===== config.mk =====
export PLATFORM = sky130hd
export DESIGN_NAME = smcg_gate
export DESIGN_NICKNAME = d
export VERILOG_FILES = /design/src/smcg_pkg.sv /design/src/smcg_admit.sv /design/src/smcg_gate.sv
export SDC_FILE = /design/constraint.sdc
export NUM_CORES = 1
export LEC_CHECK = 0
export BUFFER_PORTS_ARGS = -buffer_cell sky130_fd_sc_hd__clkbuf_2
export CORE_MARGIN = 5
export CORE_UTILIZATION = 51
export DETAILED_ROUTE_END_ITERATION = 12
export PLACE_DENSITY = 0.89
export SLEW_MARGIN = 20
export SYNTH_ARGS = -nofsm -noshare
export SYNTH_HDL_FRONTEND = slang
export SYNTH_SLANG_ARGS = --single-unit

===== constraint.sdc =====
create_clock -name mclk -period 1.49 [get_ports mclk]
set_clock_uncertainty 0.2 [all_clocks]
set_input_delay 0.0745 -clock mclk [delete_from_list [all_inputs] [get_ports mclk]]
set_output_delay 0.0745 -clock mclk [all_outputs]
set_load 0.05 [all_outputs]

===== src/smcg_pkg.sv =====
`default_nettype none
package smcg_pkg;
   // ------------------------------------------------------------
   // Command set seen by the gate
   // ------------------------------------------------------------
   typedef enum logic [5:0] {
      cmd_check_power, cmd_fc_ext_error, cmd_fc_erase, cmd_fc_translate,
      cmd_fc_wr_mult_noerase, cmd_fc_wr_sect_noerase, cmd_dev_reset, cmd_microcode,
      cmd_diag, cmd_flush_cache, cmd_media_status, cmd_identify, cmd_identify_pkt,
      cmd_idle, cmd_idle_imm, cmd_init_params, cmd_media_eject, cmd_media_lock,
      cmd_media_unlock, cmd_nop, cmd_packet, cmd_rd_buffer, cmd_rd_dma,
      cmd_rd_dma_q, cmd_rd_mult, cmd_rd_native_max, cmd_rd_sect, cmd_rd_verify,
      cmd_sec_disable, cmd_sec_erase_prep, cmd_sec_erase_unit, cmd_sec_freeze,
      cmd_sec_set_pw, cmd_sec_unlock, cmd_seek, cmd_service, cmd_set_features,
      cmd_set_max, cmd_set_mult, cmd_sleep, cmd_smart_disable, cmd_smart_autosave,
      cmd_smart_enable, cmd_smart_offline, cmd_smart_rd_data, cmd_smart_rd_log,
      cmd_smart_status, cmd_smart_save, cmd_smart_wr_log, cmd_standby,
      cmd_standby_imm, cmd_wr_buffer, cmd_wr_dma, cmd_wr_dma_q, cmd_wr_mult,
      cmd_wr_sect
   } smcg_cmd_t;

   // ------------------------------------------------------------
   // Security states
   // ------------------------------------------------------------
   typedef enum logic [2:0] {
      powered_down_open, open_unfrozen, open_frozen, powered_down_secured,
      secured_locked, unlocked_open, unlocked_frozen
   } smcg_state_t;

   // ------------------------------------------------------------
   // Counter and status word layout
   // ------------------------------------------------------------
   localparam logic [2:0] SMCG_ATTEMPT_LIMIT = 3'h5;
   localparam logic [2:0] SMCG_ATTEMPT_ZERO = 3'h0;
   localparam int SMCG_STAT_SUPPORTED = 0;
   localparam int SMCG_STAT_ENABLED = 1;
   localparam int SMCG_STAT_LOCKED = 2;
   localparam int SMCG_STAT_FROZEN = 3;
   localparam int SMCG_STAT_EXPIRED = 4;
   localparam int SMCG_STAT_W = 16;
endpackage : smcg_pkg
`default_nettype wire


===== src/smcg_admit.sv =====
`default_nettype none
module smcg_admit (
   // Request
   input wire smcg_pkg::smcg_cmd_t cmd,
   input wire logic locked,
   input wire logic frozen,
   // Verdict
   output logic allow
);
   import smcg_pkg::*;

   logic abort_locked;
   logic abort_frozen;

   always_comb begin
      abort_locked = 1'b0;
      abort_frozen = 1'b0;
      unique case (cmd)
         cmd_rd_sect, cmd_rd_mult, cmd_rd_dma, cmd_rd_dma_q, cmd_rd_verify: begin
            abort_locked = 1'b1;
         end
         cmd_wr_dma, cmd_wr_dma_q, cmd_wr_mult, cmd_wr_sect: begin
            abort_locked = 1'b1;
         end
         cmd_fc_erase, cmd_fc_wr_mult_noerase, cmd_fc_wr_sect_noerase: begin
            abort_locked = 1'b1;
         end
         cmd_flush_cache, cmd_packet, cmd_service, cmd_set_max: begin
            abort_locked = 1'b1;
         end
         cmd_media_status, cmd_media_eject, cmd_media_lock, cmd_media_unlock: begin
            abort_locked = 1'b1;
         end
         cmd_sec_disable, cmd_sec_set_pw: begin
            abort_locked = 1'b1;
            abort_frozen = 1'b1;
         end
         cmd_sec_freeze: begin
            abort_locked = 1'b1;
         end
         cmd_sec_unlock, cmd_sec_erase_prep, cmd_sec_erase_unit: begin
            abort_frozen = 1'b1;
         end
         default: begin
            // Non-media commands run in every condition
            abort_locked = 1'b0;
            abort_frozen = 1'b0;
         end
      endcase
   end

   // Unlocked condition aborts nothing; frozen aborts only security commands
   assign allow = !((locked && abort_locked) || (frozen && abort_frozen));
endmodule : smcg_admit
`default_nettype wire


===== src/smcg_gate.sv =====
`default_nettype none
module smcg_gate (
   // Clock and power-on reset
   input wire logic mclk,
   input wire logic rst_b,
   // Power and reset events
   input wire logic hw_reset_req,
   input wire logic power_down,
   input wire logic power_up,
   input wire logic secured_at_boot,
   // Command request
   input wire logic cmd_valid,
   input wire smcg_pkg::smcg_cmd_t cmd,
   input wire logic pw_match,
   // Command answer
   output logic rsp_valid,
   output logic rsp_abort,
   output logic cmd_go,
   // Status
   output var smcg_pkg::smcg_state_t sec_state,
   output logic attempts_exhausted_flag,
   output logic [smcg_pkg::SMCG_STAT_W-1:0] sec_status
);
   import smcg_pkg::*;

   // ------------------------------------------------------------
   // Reset release
   // ------------------------------------------------------------
   logic rst_meta;
   logic rst_n;

   always_ff @(posedge mclk or negedge rst_b) begin
      if (!rst_b) begin
         rst_meta <= 1'b0;
         rst_n <= 1'b0;
      end else begin
         rst_meta <= 1'b1;
         rst_n <= rst_meta;
      end
   end

   // ------------------------------------------------------------
   // Decode
   // ------------------------------------------------------------
   smcg_state_t state;
   logic [2:0] attempts;
   logic erase_armed;
   logic boot_pending;
   logic awake;
   logic locked;
   logic frozen;
   logic allow;
   logic expired;
   logic pw_cmd;
   logic fail_special;
   logic take;
   logic exec;
   logic unlock_fail;

   assign awake = (state != powered_down_open) && (state != powered_down_secured) && !boot_pending;
   assign locked = (state == secured_locked);
   assign frozen = (state == unlocked_frozen) || (state == open_frozen);
   assign expired = (attempts == SMCG_ATTEMPT_ZERO);
   assign pw_cmd = (cmd == cmd_sec_unlock) || (cmd == cmd_sec_disable) || (cmd == cmd_sec_erase_unit);

   smcg_admit u_admit (
      .cmd(cmd),
      .locked(locked),
      .frozen(frozen),
      .allow(allow)
   );

   // Events outrank commands arriving in the same cycle
   assign take = cmd_valid && awake && !hw_reset_req && !power_down && !power_up;

   always_comb begin
      fail_special = 1'b0;
      if (expired && ((cmd == cmd_sec_unlock) || (cmd == cmd_sec_erase_unit))) begin
         fail_special = 1'b1;
      end else if (pw_cmd && !pw_match) begin
         fail_special = 1'b1;
      end else if ((cmd == cmd_sec_erase_unit) && !erase_armed) begin
         fail_special = 1'b1;
      end
   end

   assign exec = take && allow && !fail_special;
   assign unlock_fail = take && allow && (cmd == cmd_sec_unlock) && !expired && !pw_match;

   // ------------------------------------------------------------
   // Security state
   // ------------------------------------------------------------
   always_ff @(posedge mclk or negedge rst_n) begin
      if (!rst_n) begin
         state <= open_unfrozen;
         boot_pending <= 1'b1;
      end else if (boot_pending) begin
         // Strap is caught after release, not under reset
         boot_pending <= 1'b0;
         state <= secured_at_boot ? secured_locked : open_unfrozen;
      end else if (hw_reset_req) begin
         unique case (state)
            unlocked_open, unlocked_frozen, secured_locked: state <= secured_locked;
            open_unfrozen, open_frozen: state <= open_unfrozen;
            powered_down_open, powered_down_secured: state <= state;
         endcase
      end else if (power_down) begin
         unique case (state)
            unlocked_open, unlocked_frozen, secured_locked: state <= powered_down_secured;
            open_unfrozen, open_frozen: state <= powered_down_open;
            powered_down_open, powered_down_secured: state <= state;
         endcase
      end else if (power_up) begin
         if (state == powered_down_secured) begin
            state <= secured_locked;
         end else if (state == powered_down_open) begin
            state <= open_unfrozen;
         end
      end else if (exec) begin
         // Aborted commands never reach here, so state stays put
         unique case (cmd)
            cmd_sec_freeze: begin
               if (state == unlocked_open) begin
                  state <= unlocked_frozen;
               end else if (state == open_unfrozen) begin
                  state <= open_frozen;
               end
            end
            cmd_sec_set_pw: begin
               if (state == open_unfrozen) begin
                  state <= unlocked_open;
               end
            end
            cmd_sec_unlock: begin
               if (state == secured_locked) begin
                  state <= unlocked_open;
               end
            end
            cmd_sec_disable: begin
               if (state == unlocked_open) begin
                  state <= open_unfrozen;
               end
            end
            cmd_sec_erase_unit: begin
               if ((state == secured_locked) || (state == unlocked_open)) begin
                  state <= open_unfrozen;
               end
            end
            default: begin
               state <= state;
            end
         endcase
      end
   end

   // ------------------------------------------------------------
   // Erase pairing and attempt counter
   // ------------------------------------------------------------
   always_ff @(posedge mclk or negedge rst_n) begin
      if (!rst_n) begin
         erase_armed <= 1'b0;
      end else if (hw_reset_req || power_down || power_up) begin
         erase_armed <= 1'b0;
      end else if (take) begin
         // Any command other than the prepare breaks the pair
         erase_armed <= exec && (cmd == cmd_sec_erase_prep);
      end
   end

   always_ff @(posedge mclk or negedge rst_n) begin
      if (!rst_n) begin
         attempts <= SMCG_ATTEMPT_LIMIT;
      end else if (hw_reset_req || power_up) begin
         attempts <= SMCG_ATTEMPT_LIMIT;
      end else if (unlock_fail) begin
         attempts <= attempts - 3'h1;
      end
   end

   // ------------------------------------------------------------
   // Answer
   // ------------------------------------------------------------
   always_ff @(posedge mclk or negedge rst_n) begin
      if (!rst_n) begin
         rsp_valid <= 1'b0;
         rsp_abort <= 1'b0;
         cmd_go <= 1'b0;
      end else begin
         rsp_valid <= take;
         rsp_abort <= take && !exec;
         cmd_go <= exec;
      end
   end

   assign sec_state = state;
   assign attempts_exhausted_flag = expired;

   always_comb begin
      sec_status = '0;
      sec_status[SMCG_STAT_SUPPORTED] = 1'b1;
      sec_status[SMCG_STAT_ENABLED] = (state == secured_locked) || (state == unlocked_open) ||
                                      (state == unlocked_frozen) || (state == powered_down_secured);
      sec_status[SMCG_STAT_LOCKED] = locked;
      sec_status[SMCG_STAT_FROZEN] = frozen;
      sec_status[SMCG_STAT_EXPIRED] = expired;
   end

   logic quiet;
   assign quiet = !boot_pending && !hw_reset_req && !power_down && !power_up;
endmodule : smcg_gate
`default_nettype wire


==> results of run 1 <==
worst max-delay path, stage by stage, from the launching register on:
cell and delay, ns:
dfstp_2 0.57, inv_2 0.06, ha_4 0.16, ha_4 0.16, nor2b_1 0.12, o21ai_1 0.07, nand2_1 0.07, o211ai_1 0.15
o31ai_4 0.25, nand2b_4 0.10, mux2_4 0.30
sequential cells by signal, summed over array words and instances, names as in the netlist:
signal / flops
erase_armed: 1
boot_pending: 1
sec_state: 3
rst_n: 1
rsp_abort: 1
rst_meta: 1
cmd_go: 1
attempts: 3
rsp_valid: 1
logic make-up (layout without fill, tap and decap cells):
family                   count (synthesis)  after routing  synth area share, %
AO/OA/AOI/OAI                           32             32                 21.2
XOR/XNOR                                 3              3                 2.22
adder cells (fa/ha/maj)                  2              2                 2.11
buffers and inverters                   29             78                 15.4
flip-flops                              13             13                 27.8
multiplexers                             3              3                 3.16
other                                    2             14                0.633
AND/OR/NAND/NOR                         50             50                 27.4
area by class of cell:
cell class                      instances  area (um^2)
Sequential cell                        13          333
Timing Repair Buffer                   68          558
Multi-Input combinational cell        104          842
Clock buffer                            4         26.3
Inverter                                6         22.5
Fill cell                             124          395
Tap cell                               28         35.0
cell usage in the layout, fill, tap and decap left out, types with 3 or more instances in the layout:
cell type,synthesis,final
dfrtp_1,9,7
o211ai_1,4,4
buf_6,2,3
dlygate4sd3_1,0,4
clkbuf_2,0,16
clkbuf_4,0,3
conb_1,2,14
o21bai_1,4,4
nor2b_1,7,7
inv_1,6,4
buf_4,15,38
dfstp_2,4,4
nor3_1,3,3
a31oi_1,4,4
nand2_1,8,8
nor2_1,13,10
repair_timing:
| action | 4_1_cts | 5_1_grt |
|---|---|---|
| setup buffers | 6 | 3 |
| setup endpoints to repair | 17 | 18 |
| endpoints found under the hold margin | 5 | 1 |
| pin swaps | 6 | 4 |
| resized for setup | 29 | 12 |
layer usage:
layer,vias to the layer above,wire [um],track usage [%],part of all wire [%]
met2,102,2180,45.2,52
met1,613,1360,25.7,33
met4,0,233,14.9,5.6
li1,567,-,-,-
met5,-,0,0,0
met3,34,399,6.01,9.6
metrics by stage:
step           total power [mW]  instances  setup slack [ns]
6_report                   1.49        223            -0.820
4_1_cts                    1.41        223            -0.723
2_1_floorplan             0.917        146            -0.914
5_1_grt                    1.55        223            -0.876
3_5_place_dp               1.12        212            -0.769
3_3_place_gp               1.10        212            -0.728
path summary, 6_finish.rpt:
kind / from / depth (start not counted) / endpoint
worst max-delay path: attempts[0] / 10 / sec_state[2]
worst min register to register: rst_n / 0 / attempts[1]
worst min-delay path: cmd_valid / 4 / rsp_valid
min in group asynchronous: rst_n / 0 / attempts[1]
max in group asynchronous: rst_b / 3 / rst_n
worst max register to register: attempts[0] / 10 / sec_state[2]
report_power, final:
group / internal [mW] / switching [mW] / leakage (nW)
logic: 0.356 / 0.457 / 0.671
registers: 0.383 / 0.0468 / 0.157
clock network: 0.104 / 0.142 / 0.0150
total: 0.843 / 0.645 / 0.843
==> impl_metrics.ini, run 1 <==
[status]
outcome = complete, but fails checks
violations = negative setup slack

[power]
ir_worst_vdd_mv = 0.945
powerDensity_nw_per_um2 = 819
leakage_nw = 0.843

[routing]
drc_errors = 0
firstDrtPassIters = 4
wl_mm = 4.17
vias = 1316
post_drt_wl_per_cell_um = 18.7
vias_per_cell = 5.90
drtIter0Drc = 54
drt.antenna.violating_nets = 0

[sta]
maxSlewViolCount = 0
finalHoldViolations = 0
worstMarginPinSlew_ns = 0.554
finalSetupTns_ns = -7.82
maxSlewHeadroom_pct = 63.1
rsz0062_at_grt = true
holdWs_ns = 0.00656
layout_min_cycle_time_ns = 2.31
fmax_mhz = 433
setup_viol = 16
fin_crit_sh_pct = 155
layout_setup_ws_ns = -0.820

[critical_path]
required_ns = 1.47
endpoint_kind = register
start_kind = register
worstSetupPathType = register to register
crit_path_max_fanout = 3
cp.arrival_ns = 2.29
r2r_slack_ns = -0.82

[global_route]
grt_usage_pct = 25.0
grt_pass1_wl_mm = 6.50
first_global_vias = 1374
grt_max_degree = 12
grt-ovfl-total = 0
antenna_found_initial = 0

[synth]
synth.distinct_cells = 50
synthArstFlopShare_pct = 100
synth_top_area_share_pct = 19.0
yosysMostFrequentCell = buf_4
netlist_instances = 134
synth_top_area_cell = dfrtp_1
synth-edff-count = 0
synth.area.top_cells = dfrtp_1 (19%), buf_4 (9.5%), dfstp_2 (8.9%)
yosys_register_bits = 13
synth_sequential_area_ratio_pct = 27.8
synth_ff_type = dfrtp_1
yosysWarnings = 0
synth_common_cells = buf_4 (15), nor2_1 (13), dfrtp_1 (9)
avgSynthCellArea_um2 = 8.85
synthesis.area_um2 = 1190

[clocking]
root_buffer = clkbuf_4
htreeDepth = 1
clock-sinks = 13
clockBufferDepth = 2
cts_tree = built
clkTransAtPathRegs_ns = 0.10
insertion_delay_ns = 0.29
cts_buffers = 3
hold_buffers = 4

[finish]
final_util_pct = 82.1
diodes = 0
layout-drive-gt1-share_pct = 51.3
final_area_um2 = 1820
syn2layout_area_growth_pct = 53.2
design.final.nets = 212

[worst_hold_path]
hp-class = input pin to register

[floorplanning]
dieHeight_um = 58.2
start_util_pct = 53.6
coreArea_um2 = 2210
die_x_um = 58.2
io_pins = 37
rows = 17
die_area_um2 = 3390

[placed_design]
portBuffers = 24
place.gp.congestion = 0.876
dpl_cell_area_um2 = 1560
hpwl_mm = 2.43

[job]
maxCapViolations = 0
No activity file was read; power rests on OpenSTA's default activity.
==> run 2, diff against run 1 <==
--- a/config.mk
+++ b/config.mk
@@ -6,9 +6,10 @@
 export NUM_CORES = 1
 export LEC_CHECK = 0
 export BUFFER_PORTS_ARGS = -buffer_cell sky130_fd_sc_hd__clkbuf_2
-export CORE_MARGIN = 5
+export CORE_MARGIN = 2
 export CORE_UTILIZATION = 51
 export DETAILED_ROUTE_END_ITERATION = 12
+export HOLD_SLACK_MARGIN = 0.03
 export PLACE_DENSITY = 0.89
 export SLEW_MARGIN = 20
 export SYNTH_ARGS = -nofsm -noshare
==> run 2 against run 1 <==
The run still ends with negative setup slack left. Power up 0.51%. Worst setup slack worse by 0.062 ns. Register-to-register slack got worse by 0.06 ns. Critical path type unchanged. Sequential power about the same. Highest routed layer unchanged. Via count down 3.0%. Sequential cell count unchanged. Clock-buffer cell count is the same. Non-clock buffer count increased by 5. Routed wire length fell by 8.4%. Utilization grew 1.4 points. Maximum frequency decreased by 2.6%.
==> impl_metrics.ini, run 2 (synthesized netlist as in run 1, its figures left out) <==
[finish]
layout_commonest_cell = buf_4
syn2layout_area_growth_pct = 55.8
nFillCells = 128
final_area_um2 = 1850
final_util_pct = 83.5
diodes = 0
layout-drive-gt1-share_pct = 51.0
layout_common_cells = buf_4 (43), clkbuf_2 (16), conb_1 (14)
design.final.nets = 217

[sta]
layout_setup_ws_ns = -0.883
fmax_mhz = 421
maxSlewViolCount = 0
maxSlewHeadroom_pct = 66.3
setup_viol = 16
rsz0062_at_grt = true
worstMarginPinSlew_ns = 0.501
holdWs_ns = 0.0163
fin_crit_sh_pct = 159
layout_min_cycle_time_ns = 2.37
finalHoldViolations = 0

[floorplanning]
dieHeight_um = 52.2
die_x_um = 52.2
start_util_pct = 53.6
rows = 17
die_area_um2 = 2730
io_pins = 37
coreArea_um2 = 2210

[critical_path]
cpMaxStageDelayCell = dfstp_2
cp-startpoint = sec_state[0]
crit_path_max_fanout = 6
cp.arrival_ns = 2.36
crit_path_end = sec_state[1]
rr_worst_depth = 7
crit_top_cell = o211ai_1
worstSetupPathType = register to register
cp_cell_sequence = xor2_4, o211ai_1, a21oi_2, o211ai_1, o31ai_4, nand2b_4, mux2_4
endpoint_kind = register
r2r_end = sec_state[1]
start_kind = register
required_ns = 1.47
rr_startpoint = sec_state[0]
slowest_delay_ns = 0.64
r2r_slack_ns = -0.88

[status]
outcome = complete, but fails checks
violations = negative setup slack

[clocking]
cts_buffers = 3
root_buffer = clkbuf_4
insertion_delay_ns = 0.29
clock-sinks = 13
htreeDepth = 1
hold_buffers = 7
cts_tree = built
clkTransAtPathRegs_ns = 0.09
clockBufferDepth = 2

[routing]
firstDrtPassIters = 4
drt.antenna.violating_nets = 0
post_drt_wl_per_cell_um = 16.7
drtIter0Drc = 46
wl_mm = 3.81
drc_errors = 0
vias = 1276
vias_per_cell = 5.60

[power]
powerDensity_nw_per_um2 = 810
ir_worst_vdd_mv = 0.619
leakage_nw = 0.860
totalPowerFinal_mw = 1.50

[global_route]
first_global_vias = 1248
grt_pass1_wl_mm = 5.94
grt-ovfl-total = 0
grt_usage_pct = 30.6
grt_max_degree = 11
antenna_found_initial = 0

[job]
maxCapViolations = 0

[placed_design]
dpl_cell_area_um2 = 1570
place.gp.congestion = 0.839
portBuffers = 24
hpwl_mm = 2.35

[worst_hold_path]
hp-class = input pin to register
## run 2: through the flow
stage	setup TNS (ns)	cells	setup slack, ns
2_1_floorplan	-6.79	146	-0.914
3_3_place_gp	-5.53	213	-0.732
3_5_place_dp	-6.24	213	-0.801
4_1_cts	-7.40	226	-0.763
5_1_grt	-9.04	228	-0.892
6_report	-8.45	228	-0.883
## run 2: power by group
| part | total, mW | switching [mW] | internal (mW) |
|---|---|---|---|
| logic | 0.834 | 0.453 | 0.381 |
| clock network | 0.235 | 0.131 | 0.104 |
| registers | 0.427 | 0.0439 | 0.383 |
## run 2: layer usage
metal	routed length, um	share of wire, %	vias up	global-route usage, %
li1	-	-	581	-
met4	114	3.0	0	14.5
met2	2040	53	62	56.1
met5	0	0	-	0
met3	215	5.6	12	3.71
met1	1450	38	621	34.8
## run 2: final cells by class
cell class	instances	area, um^2	area share, %
inverters	6	22.5	1.22
flip-flops and latches	13	333	18.0
well taps	28	35.0	1.90
repair buffers	73	601	32.5
clock buffers	4	26.3	1.42
multi-input cells	104	831	45.0
## run 2: how the worst min path moves through the flow
stage | from | to | slack [ns] | cells past startpoint
5_1_grt | cmd_valid | rsp_valid | 0.01 | 4
4_1_cts | cmd_valid | rsp_valid | 0.06 | 5
6_report | cmd_valid | rsp_valid | 0.02 | 4
3_3_place_gp | rst_b | rst_n | -0.34 | 1
3_5_place_dp | rst_b | rst_meta | -0.34 | 1
2_1_floorplan | rst_b | rst_meta | -0.42 | 0
## run 2: worst max-delay path, delay by kind of cell (launching register included)
kind / cells / cell delay, ns
xor gates and xnor gates: 1 / 0.19
DFF: 1 / 0.64
and+or+nand+nor: 1 / 0.10
AOI/OAI and AO/OA: 4 / 0.81
muxes: 1 / 0.31
## run 2: repair_timing
| item | in CTS | in global routing |
|---|---|---|
| setup endpoints to repair | 16 | 17 |
| gates cloned | 0 | 0 |
| pin swaps | 3 | 1 |
| gates resized for setup | 25 | 14 |
| setup buffers | 2 | 5 |
| endpoints found under the hold margin | 13 | 2 |
==> run 3, diff against run 2 <==
--- a/config.mk
+++ b/config.mk
@@ -6,11 +6,13 @@
 export NUM_CORES = 1
 export LEC_CHECK = 0
 export BUFFER_PORTS_ARGS = -buffer_cell sky130_fd_sc_hd__clkbuf_2
-export CORE_MARGIN = 2
-export CORE_UTILIZATION = 51
+export CORE_MARGIN = 4
+export CORE_UTILIZATION = 53
+export CTS_BUF_LIST = sky130_fd_sc_hd__clkbuf_4 sky130_fd_sc_hd__clkbuf_8
 export DETAILED_ROUTE_END_ITERATION = 12
 export HOLD_SLACK_MARGIN = 0.03
-export PLACE_DENSITY = 0.89
+export PLACE_DENSITY = 0.91
+export REMOVE_ABC_BUFFERS = 1
 export SLEW_MARGIN = 20
 export SYNTH_ARGS = -nofsm -noshare
 export SYNTH_HDL_FRONTEND = slang
==> run 3 against run 2 <==
The flow still finishes with violations (negative setup slack). Non-clock buffer count fell by 4. Utilization grew 7.5 points. Clock power up 8%. Final cell count shrank 2.2%. Hold slack better by 0.057 ns. Register-to-register slack lost 0.09 ns. First-iteration DRC count rose to 2.8 times the previous value. Final area up 0.54%. Maximum frequency is 3.7% lower.
==> impl_metrics.ini, run 3 (synthesized netlist as in run 1, its figures left out) <==
[status]
outcome = complete, but fails checks
violations = negative setup slack

[critical_path]
rr_worst_depth = 10
worstSetupPathType = register to register
endpoint_kind = register
r2r_slack_ns = -0.97
start_kind = register
r2r_end = sec_state[1]
crit_path_max_fanout = 3
rr_startpoint = attempts[0]
required_ns = 1.46
cp.arrival_ns = 2.44

[routing]
drc_errors = 0
drtIter0Drc = 131
post_drt_wl_per_cell_um = 25.3
vias_per_cell = 6.55
vias = 1461
wl_mm = 5.65
drt.antenna.violating_nets = 0
firstDrtPassIters = 4

[floorplanning]
die_x_um = 55.3
start_util_pct = 58.1
die_area_um2 = 3060
rows = 16
coreArea_um2 = 2040
io_pins = 37
dieHeight_um = 55.3

[sta]
layout_setup_ws_ns = -0.973
finalHoldViolations = 0
fmax_mhz = 406
maxSlewViolCount = 0
rsz0062_at_grt = true
fin_crit_sh_pct = 165
layout_min_cycle_time_ns = 2.46
setup_viol = 18
finalSetupTns_ns = -8.59
holdWs_ns = 0.0728

[power]
ir_worst_vdd_mv = 1.00
switching_share_pct = 43.8
clkPwrFrac_pct = 16.5
p_seq_share_pct = 27.6
powerDensity_nw_per_um2 = 826
leakage_nw = 0.874
intPower_mw = 0.862
p_sw_mw = 0.672
power.share.combinational_pct = 55.8

[global_route]
grt_pass1_wl_mm = 8.15
grt-ovfl-total = 0
grtUsageMet2_pct = 55.6
antenna_found_initial = 0
use_met1_pct = 39.7
top_usage_layer = met2
first_global_vias = 1472
grt_max_degree = 10
grt_use_met3_pct = 9.09
grt_usage_pct = 34.2

[clocking]
root_buffer = clkbuf_4
insertion_delay_ns = 0.28
clock-sinks = 13
clockBufferDepth = 2
cts_buffers = 3
cts_tree = built
clkTransAtPathRegs_ns = 0.09
htreeDepth = 1

[finish]
syn2layout_area_growth_pct = 56.6
instances_no_fill = 223
layout_common_cells = buf_4 (34), clkbuf_2 (17), conb_1 (14)
nFillCells = 79
layout-drive-gt1-share_pct = 53.1
layout_commonest_cell = buf_4
design.final.nets = 213
diodes = 0

[worst_hold_path]
hold-path-endpoint = rsp_valid
hp-start = cmd_valid
hp-class = input pin to register
min_path_cells = 4

[placed_design]
place.gp.congestion = 0.868
placed_cells = 211
portBuffers = 24
hpwl_mm = 2.56

[job]
maxCapViolations = 0
[run 3: final cells by class]
cell class	instances	area (um^2)	area share, %
multi-input cells	104	853	45.9
repair buffers	69	588	31.6
flip-flops and latches	13	330	17.8
well taps	27	33.8	1.82
clock buffers	4	30.0	1.62
inverters	6	22.5	1.21
[run 3: metal layers]
layer | share of wire [%] | up-vias
met3 | 13 | 42
met2 | 47 | 173
met4 | 6.9 | 0
met5 | 0 | -
li1 | - | 567
met1 | 33 | 679
[run 3: how the worst max path moves through the flow]
stage | startpoint | end | slack (ns) | depth (start not counted)
final | attempts[0] | sec_state[1] | -0.97 | 10
after detailed placement | attempts[0] | sec_state[1] | -0.88 | 10
after global placement | attempts[0] | sec_state[2] | -0.75 | 10
after floorplan | sec_state[2] | sec_state[2] | -1.77 | 5
after CTS | attempts[0] | sec_state[1] | -0.78 | 10
after global routing | sec_state[0] | sec_state[1] | -1.0 | 7
[run 3: power groups by stage]
stage	sequential (mW)	clock (mW)	combinational, mW
2_1_floorplan	0.494	0	0.313
3_3_place_gp	0.419	0	0.643
3_5_place_dp	0.422	0	0.672
4_1_cts	0.416	0.239	0.777
5_1_grt	0.425	0.260	0.885
6_report	0.424	0.254	0.857
[run 3: repair_timing]
item	4_1_cts	5_1_grt
gates resized for setup	41	11
endpoints found under the hold margin	11	0
hold buffers	6	0
pin swaps	9	8
buffers inserted	4	3
endpoints found under the setup margin	16	18
[run 3: per-stage QoR]
step,total power [mW],worst slack [ns],instance area [um^2],utilization [%]
2_1_floorplan,0.807,-1.77,1070,-
3_3_place_gp,1.06,-0.749,1520,74.3
3_5_place_dp,1.09,-0.879,1520,74.3
4_1_cts,1.43,-0.779,1820,88.9
5_1_grt,1.57,-0.999,1860,91.0
6_report,1.53,-0.973,1860,91.0
[run 3: worst max-delay path: stages (launching register included)]
cell and delay [ns]:
dfstp_2 0.55, inv_2 0.06, ha_4 0.16, ha_4 0.17
nor2b_4 0.14, o21ai_2 0.06, nand2_1 0.07, o211ai_1 0.16
o31ai_4 0.36, nand2b_4 0.11, mux2_4 0.32
